## src/amode_pkg.sv

```systemverilog
// Shared constants and types for the addressing mode and prefix decoder
`default_nettype none
package amode_pkg;
    // Prefix byte values
    localparam logic [7:0] PFX_Y_INDEX    = 8'h90;
    localparam logic [7:0] PFX_INDIRECT_Y = 8'h91;
    localparam logic [7:0] PFX_INDIRECT   = 8'h92;
    // Opcode column and row fields (high nibble row selects operand form)
    localparam int         COL_LSB   = 0;
    localparam int         ROW_LSB   = 4;
    localparam logic [3:0] ROW_REL   = 4'h2;
    localparam logic [3:0] ROW_RMW_D = 4'h3;
    localparam logic [3:0] ROW_RMW_A = 4'h4;
    localparam logic [3:0] ROW_RMW_X = 4'h5;
    localparam logic [3:0] ROW_RMW_S = 4'h6;
    localparam logic [3:0] ROW_RMW_I = 4'h7;
    localparam logic [3:0] ROW_IMM   = 4'hA;
    localparam logic [3:0] ROW_DIR   = 4'hB;
    localparam logic [3:0] ROW_EXT   = 4'hC;
    localparam logic [3:0] ROW_IX2   = 4'hD;
    localparam logic [3:0] ROW_IX1   = 4'hE;
    localparam logic [3:0] ROW_IX    = 4'hF;
    localparam logic [3:0] ROW_BIT   = 4'h1;
    localparam logic [3:0] ROW_BTJ   = 4'h0;
    localparam logic [3:0] ROW_CTRL  = 4'h8;
    localparam logic [3:0] ROW_MISC  = 4'h9;
    // Reset values
    localparam logic [15:0] PC_RESET = 16'h0000;
    localparam logic [15:0] EA_RESET = 16'h0000;

    typedef enum logic [3:0] {
        AM_INH, AM_IMM, AM_DIR, AM_EXT, AM_IX0, AM_IX1, AM_IX2,
        AM_IND_S, AM_IND_L, AM_IIX_S, AM_IIX_L, AM_REL, AM_REL_IND, AM_BAD
    } amode_type;

    typedef enum logic [6:0] {
        ST_IDLE  = 7'b000_0001,
        ST_OPC   = 7'b000_0010,
        ST_OPB1  = 7'b000_0100,
        ST_OPB2  = 7'b000_1000,
        ST_PTRH  = 7'b001_0000,
        ST_PTRL  = 7'b010_0000,
        ST_DONE  = 7'b100_0000
    } state_type;
endpackage : amode_pkg
`default_nettype wire

```

## src/amode_classify.sv

```systemverilog
// Opcode classifier: mode, operand byte count, legality
`default_nettype none
module amode_classify
    import amode_pkg::*;
(
    input  wire logic [7:0]    opcode,
    input  wire logic [1:0]    prefix,    // 0 none, 1 y, 2 ind, 3 ind_y
    output amode_pkg::amode_type mode,
    output logic [1:0]         nbytes,
    output logic               use_y,
    output logic               legal
);
    logic [3:0] row;
    logic [3:0] col;
    logic       ind;
    assign row = opcode[ROW_LSB +: 4];
    assign col = opcode[COL_LSB +: 4];
    assign ind = (prefix == 2'd2) || (prefix == 2'd3);

    // Mode from opcode row and prefix
    always_comb begin
        mode   = AM_INH;
        nbytes = 2'd0;
        use_y  = (prefix == 2'd1) || (prefix == 2'd3);
        legal  = 1'b1;
        case (row)
            ROW_IMM: begin
                mode   = AM_IMM;
                nbytes = 2'd1;
                legal  = 1'b1;
            end
            ROW_DIR, ROW_RMW_D, ROW_BIT: begin
                mode   = ind ? AM_IND_S : AM_DIR;
                nbytes = 2'd1;
            end
            ROW_EXT: begin
                mode   = ind ? AM_IND_L : AM_EXT;
                nbytes = ind ? 2'd1 : 2'd2;
            end
            ROW_IX2: begin
                mode   = ind ? AM_IIX_L : AM_IX2;
                nbytes = ind ? 2'd1 : 2'd2;
            end
            ROW_IX1, ROW_RMW_S: begin
                mode   = ind ? AM_IIX_S : AM_IX1;
                nbytes = 2'd1;
            end
            ROW_IX, ROW_RMW_I: begin
                mode   = ind ? AM_IIX_S : AM_IX0;
                nbytes = ind ? 2'd1 : 2'd0;
            end
            ROW_REL, ROW_BTJ: begin
                mode   = ind ? AM_REL_IND : AM_REL;
                nbytes = 2'd1;
            end
            ROW_RMW_A, ROW_RMW_X, ROW_CTRL, ROW_MISC: begin
                mode   = AM_INH;
                nbytes = 2'd0;
                legal  = !((row == ROW_CTRL) && (col == 4'hD));
            end
            default: begin
                mode  = AM_BAD;
                legal = 1'b0;
            end
        endcase
    end
endmodule : amode_classify
`default_nettype wire

```

## src/ea_adder.sv

```systemverilog
// Effective address adder: base plus unsigned index or signed offset
`default_nettype none
module ea_adder (
    input  wire logic [15:0] base,
    input  wire logic [7:0]  addend,
    input  wire logic        is_signed,
    output logic [15:0]      sum
);
    logic [15:0] ext;
    // Sign or zero extend the byte, then add modulo 64K
    assign ext = is_signed ? {{8{addend[7]}}, addend} : {8'h00, addend};
    assign sum = base + ext;
endmodule : ea_adder
`default_nettype wire

```

## src/amode_decoder.sv

```systemverilog
// Addressing mode and prefix decoder with effective address generation
`default_nettype none
module amode_decoder
    import amode_pkg::*;
(
    input  wire logic        sys_clk,
    input  wire logic        rst,
    input  wire logic        fetch_valid,   // byte on fetch_byte is valid
    input  wire logic [7:0]  fetch_byte,
    input  wire logic [15:0] fetch_pc,      // address after the fetched byte
    input  wire logic        mem_valid,     // memory read answer valid
    input  wire logic [7:0]  mem_data,
    input  wire logic [7:0]  x_index,
    input  wire logic [7:0]  y_index,
    output logic             fetch_ready,
    output logic             mem_req,
    output logic [15:0]      mem_addr,
    output logic             ea_valid,
    output logic [15:0]      ea_addr,
    output logic [7:0]       opcode_out,
    output logic [3:0]       mode_out,
    output logic             use_y_out,
    output logic             pc_load,
    output logic [15:0]      pc_target,
    output logic             illegal_rst
);
    import amode_pkg::*;

    state_type   state_r;
    logic [1:0]  prefix_r;
    logic [7:0]  opcode_r;
    amode_type   mode_r;
    logic [1:0]  need_r;
    logic        use_y_r;
    logic [7:0]  byte1_r;
    logic [7:0]  byte2_r;
    logic [7:0]  ptrh_r;
    logic [15:0] pc_next_r;
    logic        fetch_ready_r;
    logic        mem_req_r;
    logic [15:0] mem_addr_r;
    logic        ea_valid_r;
    logic [15:0] ea_addr_r;
    logic        pc_load_r;
    logic [15:0] pc_target_r;
    logic        illegal_r;

    amode_type   cls_mode;
    logic [1:0]  cls_nbytes;
    logic        cls_use_y;
    logic        cls_legal;
    logic [1:0]  pfx_nxt;
    logic        is_prefix;
    logic [7:0]  index_val;
    logic [15:0] idx_base;
    logic [15:0] idx_sum;
    logic [15:0] rel_base;
    logic [7:0]  rel_off;
    logic [15:0] rel_sum;

    // Prefix recognition
    always_comb begin
        is_prefix = 1'b1;
        pfx_nxt   = 2'd0;
        case (fetch_byte)
            PFX_Y_INDEX:    pfx_nxt = 2'd1;
            PFX_INDIRECT:   pfx_nxt = 2'd2;
            PFX_INDIRECT_Y: pfx_nxt = 2'd3;
            default:        is_prefix = 1'b0;
        endcase
    end

    amode_classify u_classify (
        .opcode (fetch_byte),
        .prefix (prefix_r),
        .mode   (cls_mode),
        .nbytes (cls_nbytes),
        .use_y  (cls_use_y),
        .legal  (cls_legal)
    );

    // Index base and operand selection for the EA sum
    assign index_val = use_y_r ? y_index : x_index;
    always_comb begin
        idx_base = 16'h0000;
        case (mode_r)
            AM_IX1:   idx_base = {8'h00, byte1_r};
            AM_IX2:   idx_base = {byte1_r, byte2_r};
            AM_IIX_S: idx_base = {8'h00, ptrh_r};
            AM_IIX_L: idx_base = {ptrh_r, byte2_r};
            default:  idx_base = 16'h0000;
        endcase
    end

    ea_adder u_idx_add (
        .base      (idx_base),
        .addend    (index_val),
        .is_signed (1'b0),
        .sum       (idx_sum)
    );

    assign rel_base = pc_next_r;
    assign rel_off  = (mode_r == AM_REL_IND) ? ptrh_r : byte1_r;

    ea_adder u_rel_add (
        .base      (rel_base),
        .addend    (rel_off),
        .is_signed (1'b1),
        .sum       (rel_sum)
    );

    // Sequencer: prefix, opcode, operand bytes, pointer reads, result
    always_ff @(posedge sys_clk or posedge rst) begin
        if (rst) begin
            state_r <= ST_IDLE;
        end else begin
            case (state_r)
                ST_IDLE: state_r <= ST_OPC;
                ST_OPC: begin
                    if (fetch_valid && !is_prefix) begin
                        if (!cls_legal)
                            state_r <= ST_DONE;
                        else if (cls_nbytes == 2'd0)
                            state_r <= ST_DONE;
                        else
                            state_r <= ST_OPB1;
                    end
                end
                ST_OPB1: begin
                    if (fetch_valid) begin
                        if (need_r == 2'd2)
                            state_r <= ST_OPB2;
                        else if (mode_r inside {AM_IND_S, AM_IND_L, AM_IIX_S,
                                                AM_IIX_L, AM_REL_IND})
                            state_r <= ST_PTRH;
                        else
                            state_r <= ST_DONE;
                    end
                end
                ST_OPB2: if (fetch_valid) state_r <= ST_DONE;
                ST_PTRH: begin
                    if (mem_valid) begin
                        if (mode_r inside {AM_IND_L, AM_IIX_L})
                            state_r <= ST_PTRL;
                        else
                            state_r <= ST_DONE;
                    end
                end
                ST_PTRL: if (mem_valid) state_r <= ST_DONE;
                ST_DONE: state_r <= ST_OPC;
                default: state_r <= ST_IDLE;
            endcase
        end
    end

    // Prefix and opcode capture
    always_ff @(posedge sys_clk or posedge rst) begin
        if (rst) begin
            prefix_r <= 2'd0;
            opcode_r <= 8'h00;
            mode_r   <= AM_INH;
            need_r   <= 2'd0;
            use_y_r  <= 1'b0;
        end else if (state_r == ST_OPC && fetch_valid) begin
            if (is_prefix) begin
                prefix_r <= pfx_nxt;
            end else begin
                opcode_r <= fetch_byte;
                mode_r   <= cls_mode;
                need_r   <= cls_nbytes;
                use_y_r  <= cls_use_y;
            end
        end else if (state_r == ST_DONE) begin
            prefix_r <= 2'd0;
        end
    end

    // Operand bytes and next-instruction address
    always_ff @(posedge sys_clk or posedge rst) begin
        if (rst) begin
            byte1_r   <= 8'h00;
            byte2_r   <= 8'h00;
            pc_next_r <= PC_RESET;
        end else begin
            if (state_r == ST_OPC && fetch_valid)
                pc_next_r <= fetch_pc;
            if (state_r == ST_OPB1 && fetch_valid) begin
                byte1_r   <= fetch_byte;
                pc_next_r <= fetch_pc;
            end
            if (state_r == ST_OPB2 && fetch_valid) begin
                byte2_r   <= fetch_byte;
                pc_next_r <= fetch_pc;
            end
            if (state_r == ST_PTRL && mem_valid)
                byte2_r <= mem_data;
        end
    end

    // Pointer high (or only) byte from memory
    always_ff @(posedge sys_clk or posedge rst) begin
        if (rst) begin
            ptrh_r <= 8'h00;
        end else if (state_r == ST_PTRH && mem_valid) begin
            ptrh_r <= mem_data;
        end
    end

    // Memory read requests for pointers and indirect offsets
    always_ff @(posedge sys_clk or posedge rst) begin
        if (rst) begin
            mem_req_r  <= 1'b0;
            mem_addr_r <= EA_RESET;
        end else if (state_r == ST_OPB1 && fetch_valid && need_r != 2'd2 &&
                     mode_r inside {AM_IND_S, AM_IND_L, AM_IIX_S, AM_IIX_L, AM_REL_IND}) begin
            mem_req_r  <= 1'b1;
            mem_addr_r <= {8'h00, fetch_byte};
        end else if (state_r == ST_PTRH && mem_valid &&
                     mode_r inside {AM_IND_L, AM_IIX_L}) begin
            mem_req_r  <= 1'b1;
            mem_addr_r <= mem_addr_r + 16'h0001;
        end else if (mem_valid || state_r == ST_DONE) begin
            mem_req_r  <= 1'b0;
        end
    end

    // Results: effective address, relative target, illegal reset
    always_ff @(posedge sys_clk or posedge rst) begin
        if (rst) begin
            ea_valid_r  <= 1'b0;
            ea_addr_r   <= EA_RESET;
            pc_load_r   <= 1'b0;
            pc_target_r <= PC_RESET;
            illegal_r   <= 1'b0;
        end else begin
            ea_valid_r <= 1'b0;
            pc_load_r  <= 1'b0;
            illegal_r  <= state_r == ST_OPC && fetch_valid && !is_prefix &&
                          !cls_legal;
            if (state_r == ST_DONE && mode_r != AM_BAD) begin
                case (mode_r)
                    AM_REL, AM_REL_IND: begin
                        pc_load_r   <= 1'b1;
                        pc_target_r <= rel_sum;
                    end
                    AM_DIR:   begin ea_valid_r <= 1'b1; ea_addr_r <= {8'h00, byte1_r}; end
                    AM_EXT:   begin ea_valid_r <= 1'b1; ea_addr_r <= {byte1_r, byte2_r}; end
                    AM_IND_S: begin ea_valid_r <= 1'b1; ea_addr_r <= {8'h00, ptrh_r}; end
                    AM_IND_L: begin ea_valid_r <= 1'b1; ea_addr_r <= {ptrh_r, byte2_r}; end
                    AM_IX0, AM_IX1, AM_IX2, AM_IIX_S, AM_IIX_L: begin
                        ea_valid_r <= 1'b1;
                        ea_addr_r  <= idx_sum;
                    end
                    default: ea_valid_r <= 1'b0;
                endcase
            end
        end
    end

    // Fetch ready from a flop: high in opcode and operand fetch states only
    always_ff @(posedge sys_clk or posedge rst) begin
        if (rst) begin
            fetch_ready_r <= 1'b0;
        end else begin
            case (state_r)
                ST_IDLE, ST_DONE: fetch_ready_r <= 1'b1;
                ST_OPC: begin
                    if (fetch_valid && !is_prefix && (!cls_legal || cls_nbytes == 2'd0))
                        fetch_ready_r <= 1'b0;
                end
                ST_OPB1: if (fetch_valid && need_r != 2'd2) fetch_ready_r <= 1'b0;
                ST_OPB2: if (fetch_valid) fetch_ready_r <= 1'b0;
                default: fetch_ready_r <= 1'b0;
            endcase
        end
    end

    assign fetch_ready = fetch_ready_r;
    assign mem_req     = mem_req_r;
    assign mem_addr    = mem_addr_r;
    assign ea_valid    = ea_valid_r;
    assign ea_addr     = ea_addr_r;
    assign opcode_out  = opcode_r;
    assign mode_out    = mode_r;
    assign use_y_out   = use_y_r;
    assign pc_load     = pc_load_r;
    assign pc_target   = pc_target_r;
    assign illegal_rst = illegal_r;
endmodule : amode_decoder
`default_nettype wire

```

## config.mk

```make
export PLATFORM = sky130hd
export DESIGN_NAME = amode_decoder
export DESIGN_NICKNAME = d
export VERILOG_FILES = /design/src/amode_pkg.sv /design/src/amode_classify.sv /design/src/ea_adder.sv /design/src/amode_decoder.sv
export SDC_FILE = /design/constraint.sdc
export NUM_CORES = 1
export LEC_CHECK = 0
export BUFFER_PORTS_ARGS = -buffer_cell sky130_fd_sc_hd__buf_2
export CAP_MARGIN = 20
export CORE_MARGIN = 3
export CORE_UTILIZATION = 37
export DETAILED_ROUTE_END_ITERATION = 10
export PLACE_DENSITY = 0.64
export SLEW_MARGIN = 20
export SYNTH_ARGS = -nofsm -noshare
export SYNTH_HDL_FRONTEND = slang
export SYNTH_SLANG_ARGS = --single-unit
```

## constraint.sdc

```tcl
create_clock -name sys_clk -period 3.2 [get_ports sys_clk]
set_clock_uncertainty 0.15 [all_clocks]
set_input_delay 0.16 -clock sys_clk [delete_from_list [all_inputs] [get_ports sys_clk]]
set_output_delay 0.16 -clock sys_clk [all_outputs]
set_load 0.005 [all_outputs]
```

==> Yosys cells after proc, flatten, opt, wreduce, memory -nomap -nowiden <==
Index checks and enable logic that the tools add are counted.
Widths: inputs -> output; s select.
{ "word_totals": {"out_inout_bits": 66, "word_cells": 172, "input_bits": 52, "reg_bits": 117} }
{ "classes": {"n_bitwise": 1, "eq_ne": 51, "muxes": 49, "add_sub_neg": 3, "n_reduce_logical": 50} }
{ "op_table": {"columns": ["operator", "n"], "rows": [
  ["$mux 16", 5],
  ["$pmux 16 s5", 1],
  ["$mux 7", 10],
  ["$pmux 16 s4", 1],
  ["$eq 4x4->1 const B", 14],
  ["$pmux 7 s6", 1],
  ["$eq 4x3->1 const B", 8],
  ["$mux 8", 4],
  ["$pmux 4 s8", 1],
  ["$eq 8x8->1 const B", 3],
  ["$add 16x1->16 const B", 1],
  ["$add 16x16->16", 1],
  ["$add 16x8->16", 1],
  ["$eq 4x2->1 const B", 4],
  ["$mux 4", 4],
  ["$logic_and 1x1->1", 15],
  ["$ne 2x2->1 const B", 7],
  ["$mux 1", 13],
  ["$reduce_or 2->1", 6],
  ["$reduce_bool 5->1", 2],
  ["$reduce_or 9->1", 1],
  ["$mux 2", 4],
  ["$pmux 2 s4", 1],
  ["$reduce_and 2->1", 4],
  ["other kinds (28)", 42]
]} }

==> Depth between registers and ports, before layout <==
{ "depth": {"depth_word": 9, "ltp_mapped": 14, "depth_no_buf": 12} }

==> Hierarchy <==
From an unflattened synthesis, not the netlist that was laid out.
{ "hier_totals": {"cells_unflattened": 772, "hier_area_um2": 7743.7} }
{ "modules_own_cells": {"columns": ["mod", "n_inst", "seq_area_each_um2", "cells_each", "area_per_inst_um2"], "rows": [
  ["amode_decoder", 1, 2929.1, 568, 6238.5],
  ["ea_adder at u_rel_add", 1, 0.0, 93, 732.0],
  ["ea_adder at u_idx_add", 1, 0.0, 84, 618.1],
  ["amode_classify", 1, 0.0, 27, 155.1]
]} }

==> Least setup slack after synthesis <==
Ideal clock, no wire load.
{ "synth_timing": {"kind": "register to register", "from": "register mode_r[0] (netlist: mode_out[0])", "to": "register pc_target_r[10] (netlist: pc_target[10])", "setup_slack_ps": -257, "arrival_time_ps": 3174, "path_buffers": 1, "path_stages_with_launch": 13, "period_less_slack_ps": 3457, "setup_ps": 134, "required_ps": 2916, "cell_sequence": "dfrtp_1 > nor3b_2 > and2_1 > buf_2 > mux2_2 > ha_1 > fa_1 > a211oi_1 > o21ai_0 > a31o_2 > a21oi_1 > xor2_1 > o21ai_0"} }
{ "synth_via": {"elab_chain_cells": 3, "word_cells_on_any_way": 8, "cone_classes": "add/sub: 1; eq/ne: 3; mux: 1; reduce/logical: 3"} }
{ "synth_lines": {"columns": ["element", "line", "source"], "rows": [
  ["start: declaration", "amode_decoder.sv:32", "amode_type mode_r;"],
  ["start signal: assignment", "amode_decoder.sv:169", "mode_r <= cls_mode;"],
  ["$eq 4x4->1, or another cell as far along", "amode_decoder.sv:103, amode_decoder.sv:241", null],
  ["$mux 8, or another cell as far along", "amode_decoder.sv:103", "assign rel_off = (mode_r == AM_REL_IND) ? ptrh_r : byte1_r;"],
  ["$add 16x16->16 / $reduce_and 2->1 (equally long branches)", null, null],
  ["end signal: assignment", "amode_decoder.sv:244", "pc_target_r <= rel_sum;"],
  ["end: declaration", "amode_decoder.sv:45", "logic [15:0] pc_target_r;"]
]} }
Parallel ways exist; a longest one is shown, timed or not.
A chain may end at the register's enable or synchronous reset.

==> Worst setup path in the final report <==
{ "layout_timing": {"from": "register mode_r[0] (netlist: mode_out[0])", "to": "register pc_target_r[11] (netlist: pc_target[11])"} }
The elaborated chain is that of the path after synthesis.

==> implementation parameters <==
Parameter                              Value

Power and ir drop
  Cell leakage power ... ~4.4 nW
  Sw frac ... 37.8%
  Power per cell area ... roughly 860 nW/um2
  Net Switching ... ~0.0031 W
  Worst IR drop on VDD ... about 0.5 mV
  Part of the power in registers ... ~28%
  Clock power frac ... 25.0%
  Design internal power ... about 0.0051 W
  Portion of total power attributed to combinational logic ... a little under half

Global route
  Initial antenna violation count ... 0
  Number of global-route vias before repair ... about 6400
  Wire length of the first global-routing pass ... approximately 34 mm
  Overflow left after global routing ... 0
  Pin count of the biggest net entering global routing ... 38
  Total Routing Usage GR ... about 20%

Drt
  Met2 routed WL ... ~10 mm
  Count of routing violations after the opening detailed-route iteration ... roughly 670
  Number of nets still failing antenna checks after routing ... 0
  Vias after detailed routing ... 6635
  Drc violations ... 0
  Via density per instance ... between 5 and 6
  Initial DRT Pass Iterations ... 8
  Average wire per cell in the routed design ... around 18 um
  Amount of wire on met3 after detailed routing ... between 1 and 1.5 mm
  Uppermost layer routed ... met4
  WL met1 ... 9.64 mm
  Routed WL ... around 21 mm

CTS
  TritonCTS clock tree ... yes
  Number of clock sinks seen by CTS ... between 100 and 150
  H-Tree Depth ... 4
  CTS max path bufs ... 2
  Worst skew pair latency ... between 400 and 500 ps
  Cell at the root of the clock tree ... sky130_fd_sc_hd__clkbuf_16
  Clock buffer count from CTS ... 17
  Clock Pin Slew Worst Setup and Hold Paths ... around 60 ps

Die
  Y dimension of the die ... around 150 um
  Site row count ... 50
  Die area ... about 21000 um2
  Core Area ... ~19000 um2
  Horizontal extent of the die ... between 100 and 150 um
  I/O pin count ... approximately 120
  Initial Util ... around two fifths

Setup path
  Series of cell instances along the critical path ... nor3b_4, and2_4, buf_6, mux2_4, ha_4, nor4_4, buf_4, buf_4, o211ai_1, and2_1, a31oi_2, xor2_1, o21ai_0
  Endpoint arrival time on the critical path ... ~3300 ps
  R2R Path Start ... mode_out[0]$_DFFE_PP0P_
  Worst path buffer plus inverter count ... 3
  Slowest library cell on the worst path ... sky130_fd_sc_hd__dfrtp_2
  Most frequent cell on the critical path ... sky130_fd_sc_hd__buf_4
  Critical path peak fanout ... 6
  Depth of the worst register-to-register path ... 13
  Crit path launch type ... register
  Reg-to-reg slack, setup ... approximately 86 ps
  Category of cells accounting for the largest share of critical-path delay ... simple AND/OR/NAND/NOR gates
  End of the worst register-to-register path ... pc_target[11]$_DFFE_PP0P_
  CP peak stage delay ... ~450 ps
  Worst endpoint required time ... ~3300 ps
  Type of the worst setup path ... register to register
  Critical path capture point type ... register

Synth
  Sequential area share after synthesis ... 40.8%
  Main combinational cell family by area after synthesis ... compound AO/OA/AOI/OAI gates
  Compound-Gate Fraction of Synth Area ... between 10% and 20%
  Number of enable flip-flop cells after synthesis ... 0
  XOR/XNOR share of the synthesized area ... under 10%
  Count of synthesis-stage warnings from yosys ... 0
  Share of cell area taken by muxes after synthesis ... 9.59%
  Instance count of the mapped netlist ... around 760
  Total standard cell area after synthesis ... approximately 7200 um2
  Number of flip-flops and latches in the synthesized netlist ... approximately 120
  Synth Area in Adders ... between 4 and 5%
  Mean Syn Cell Area ... about 9.5 um2
  Simple-gate portion of the synthesized area ... 17.7%
  Top FF cell, synth ... sky130_fd_sc_hd__dfrtp_1
  Post-synthesis net count ... 833
  Fraction of registers with async set or reset after synthesis ... 100%
  Number of distinct library cells after synthesis ... between 60 and 70

Timing
  Actual transition at the worst max-transition pin ... between 1000 and 1500 ps
  # setup viols final ... 0
  Setup TNS ... 0 ps
  Fmax ... roughly 0.32 GHz
  Minimum clock period after layout ... 3110 ps
  Setup repair after global routing missed its margin ... true
  Post-route fraction of the period consumed by the critical path ... between 90% and 100%
  Number of hold violations in the final report ... 0
  Rel. slew slack ... around a third
  Max-slew violation total from the final report ... 0
  Final Hold Slack ... about 11 ps

Worst hold path
  Worst hold path cell count ... 3
  Hold Crit Class ... input port to register
  Destination of the worst hold path ... mem_addr[0]$_DFFE_PP0P_
  Start point of the worst hold path ... fetch_byte[0]

Layout
  Synthesis-to-finish area growth ... 33.5%
  Share of layout cells above drive strength 1 ... about 32%
  Nets ... 1023
  Number of diodes ... 0

Run status
  Result of the run ... finished, final reports clean

Run
  Max_cap viols ... 0

Placed design
  Final HPWL DP ... between 15 and 20 mm
  Final GP Congestion ... roughly 0.9
  Number of input and output port buffers inserted ... 117
==> how the worst max path moves through the flow <==
stage                     depth (start not counted)                   endpoint                    start
final                                            13  pc_target[11]$_DFFE_PP0P_  mode_out[0]$_DFFE_PP0P_
after CTS                                        13    ea_addr[12]$_DFFE_PP0P_  mode_out[1]$_DFFE_PP0P_
after global routing                             14     ea_addr[9]$_DFFE_PP0P_  mode_out[1]$_DFFE_PP0P_
after global placement                           12    ea_addr[11]$_DFFE_PP0P_  mode_out[2]$_DFFE_PP0P_
after detailed placement                         12    ea_addr[11]$_DFFE_PP0P_  mode_out[2]$_DFFE_PP0P_
after floorplan                                  12  pc_target[10]$_DFFE_PP0P_  mode_out[1]$_DFFE_PP0P_
==> layout by cell type, fill, tap and decap left out, types with 18 or more instances in the layout <==
cell type                       synthesis  routed
sky130_fd_sc_hd__mux2_2                54      53
sky130_fd_sc_hd__a21oi_1               38      33
sky130_fd_sc_hd__dfrtp_1              116     114
sky130_fd_sc_hd__a22oi_1               23      23
sky130_fd_sc_hd__nand3_1               20      20
sky130_fd_sc_hd__inv_1                 24      23
sky130_fd_sc_hd__xor2_1                25      25
sky130_fd_sc_hd__buf_2                  7     117
sky130_fd_sc_hd__nor2_1                41      40
sky130_fd_sc_hd__buf_4                  0      54
sky130_fd_sc_hd__nand2_1               81      81
sky130_fd_sc_hd__xnor2_1               18      18
sky130_fd_sc_hd__dlygate4sd3_1          0      33
sky130_fd_sc_hd__o21ai_0               60      54
==> power by group through the flow <==
stage               Clock [W]  Combinational, W  Sequential, W
global placement            0           0.00340        0.00232
floorplan                   0           0.00232        0.00222
finish                0.00206           0.00385        0.00234
CTS                   0.00209           0.00355        0.00231
detailed placement          0           0.00344        0.00233
global route          0.00216           0.00423        0.00241
==> cell families (layout without fill, tap and decap cells) <==
group / count (synthesis) / count (layout)
multiplexers: 62 / 62
XOR/XNOR: 43 / 43
adder cells (fa/ha/maj): 27 / 27
flip-flops: 117 / 117
buffers and inverters: 59 / 261
AO/OA/AOI/OAI: 200 / 200
AND/OR/NAND/NOR: 247 / 247
==> what timing repair did <==
item / 4_1_cts / 5_1_grt
pin swaps: 1 / 17
setup buffers: 2 / 2
hold endpoints to repair: 78 / 2
setup endpoints to repair: 12 / 16
hold buffers: 32 / 1
resized for setup: 7 / 36
==> sequential cells by signal, summed over array words and instances, names as in the netlist, 7 cells and up <==
signal and cells:
ea_addr 16, mem_addr 16, pc_next_r 16, pc_target 16, byte1_r 8, byte2_r 8, opcode_out 8, ptrh_r 8
state_r 7
==> worst min-delay path: stages <==
cell                       delay (ps)
sky130_fd_sc_hd__buf_2            180
sky130_fd_sc_hd__nor2b_1          140
sky130_fd_sc_hd__a211oi_1          50
==> per-layer routing <==
layer	vias to the layer above	track usage [%]
met5	-	0
met4	0	5.70
met3	31	4.09
met2	238	32.0
met1	3194	27.2
li1	3172	-
==> Yosys cell counts (all sizes together) (6+ instances only) <==
cell | count | area (um2)
clkbuf | 26 | 97.6
xnor2 | 18 | 158
a21o | 11 | 82.6
nor2 | 41 | 154
nand2b | 15 | 93.8
o221ai | 6 | 52.6
mux2i | 8 | 80.1
xor2 | 25 | 219
mux2 | 54 | 608
o21ai | 60 | 300
nand3b | 8 | 60.1
ha | 24 | 300
dfrtp | 116 | 2900
nor2b | 8 | 50.1
nand4 | 11 | 68.8
a222oi | 8 | 80.1
nor3b | 7 | 62.6
buf | 9 | 50.0
a22oi | 23 | 173
inv | 24 | 90.1
nand3 | 20 | 100
a211oi | 8 | 60.1
a21oi | 38 | 190
nand2 | 81 | 304
nor4 | 9 | 56.3
nor3 | 16 | 80.1
==> per-stage QoR <==
step                      worst slack [ps]  std cells  utilization (%)  total power, W  area [um2]
final                                 85.6       1217             50.7         0.00825        9580
after global routing                 -91.9       1217             50.7         0.00880        9580
after CTS                             8.90       1214             49.6         0.00795        9370
after detailed placement             -88.4       1149             44.4         0.00577        8380
after global placement               -69.2       1149             44.4         0.00572        8380
after floorplan                       -118        755                -         0.00454        7210
==> cell type report <==
type                            instances  area (um2)
Clock inverter                         12         179
Multi-Input combinational cell        579        4250
Timing Repair Buffer                  206        1350
Sequential cell                       117        2930
Clock buffer                           19         453
Fill cell                            1774        9310
Inverter                               24        93.8
Tap cell                              260         325
No activity file was read; power rests on OpenSTA's default activity.
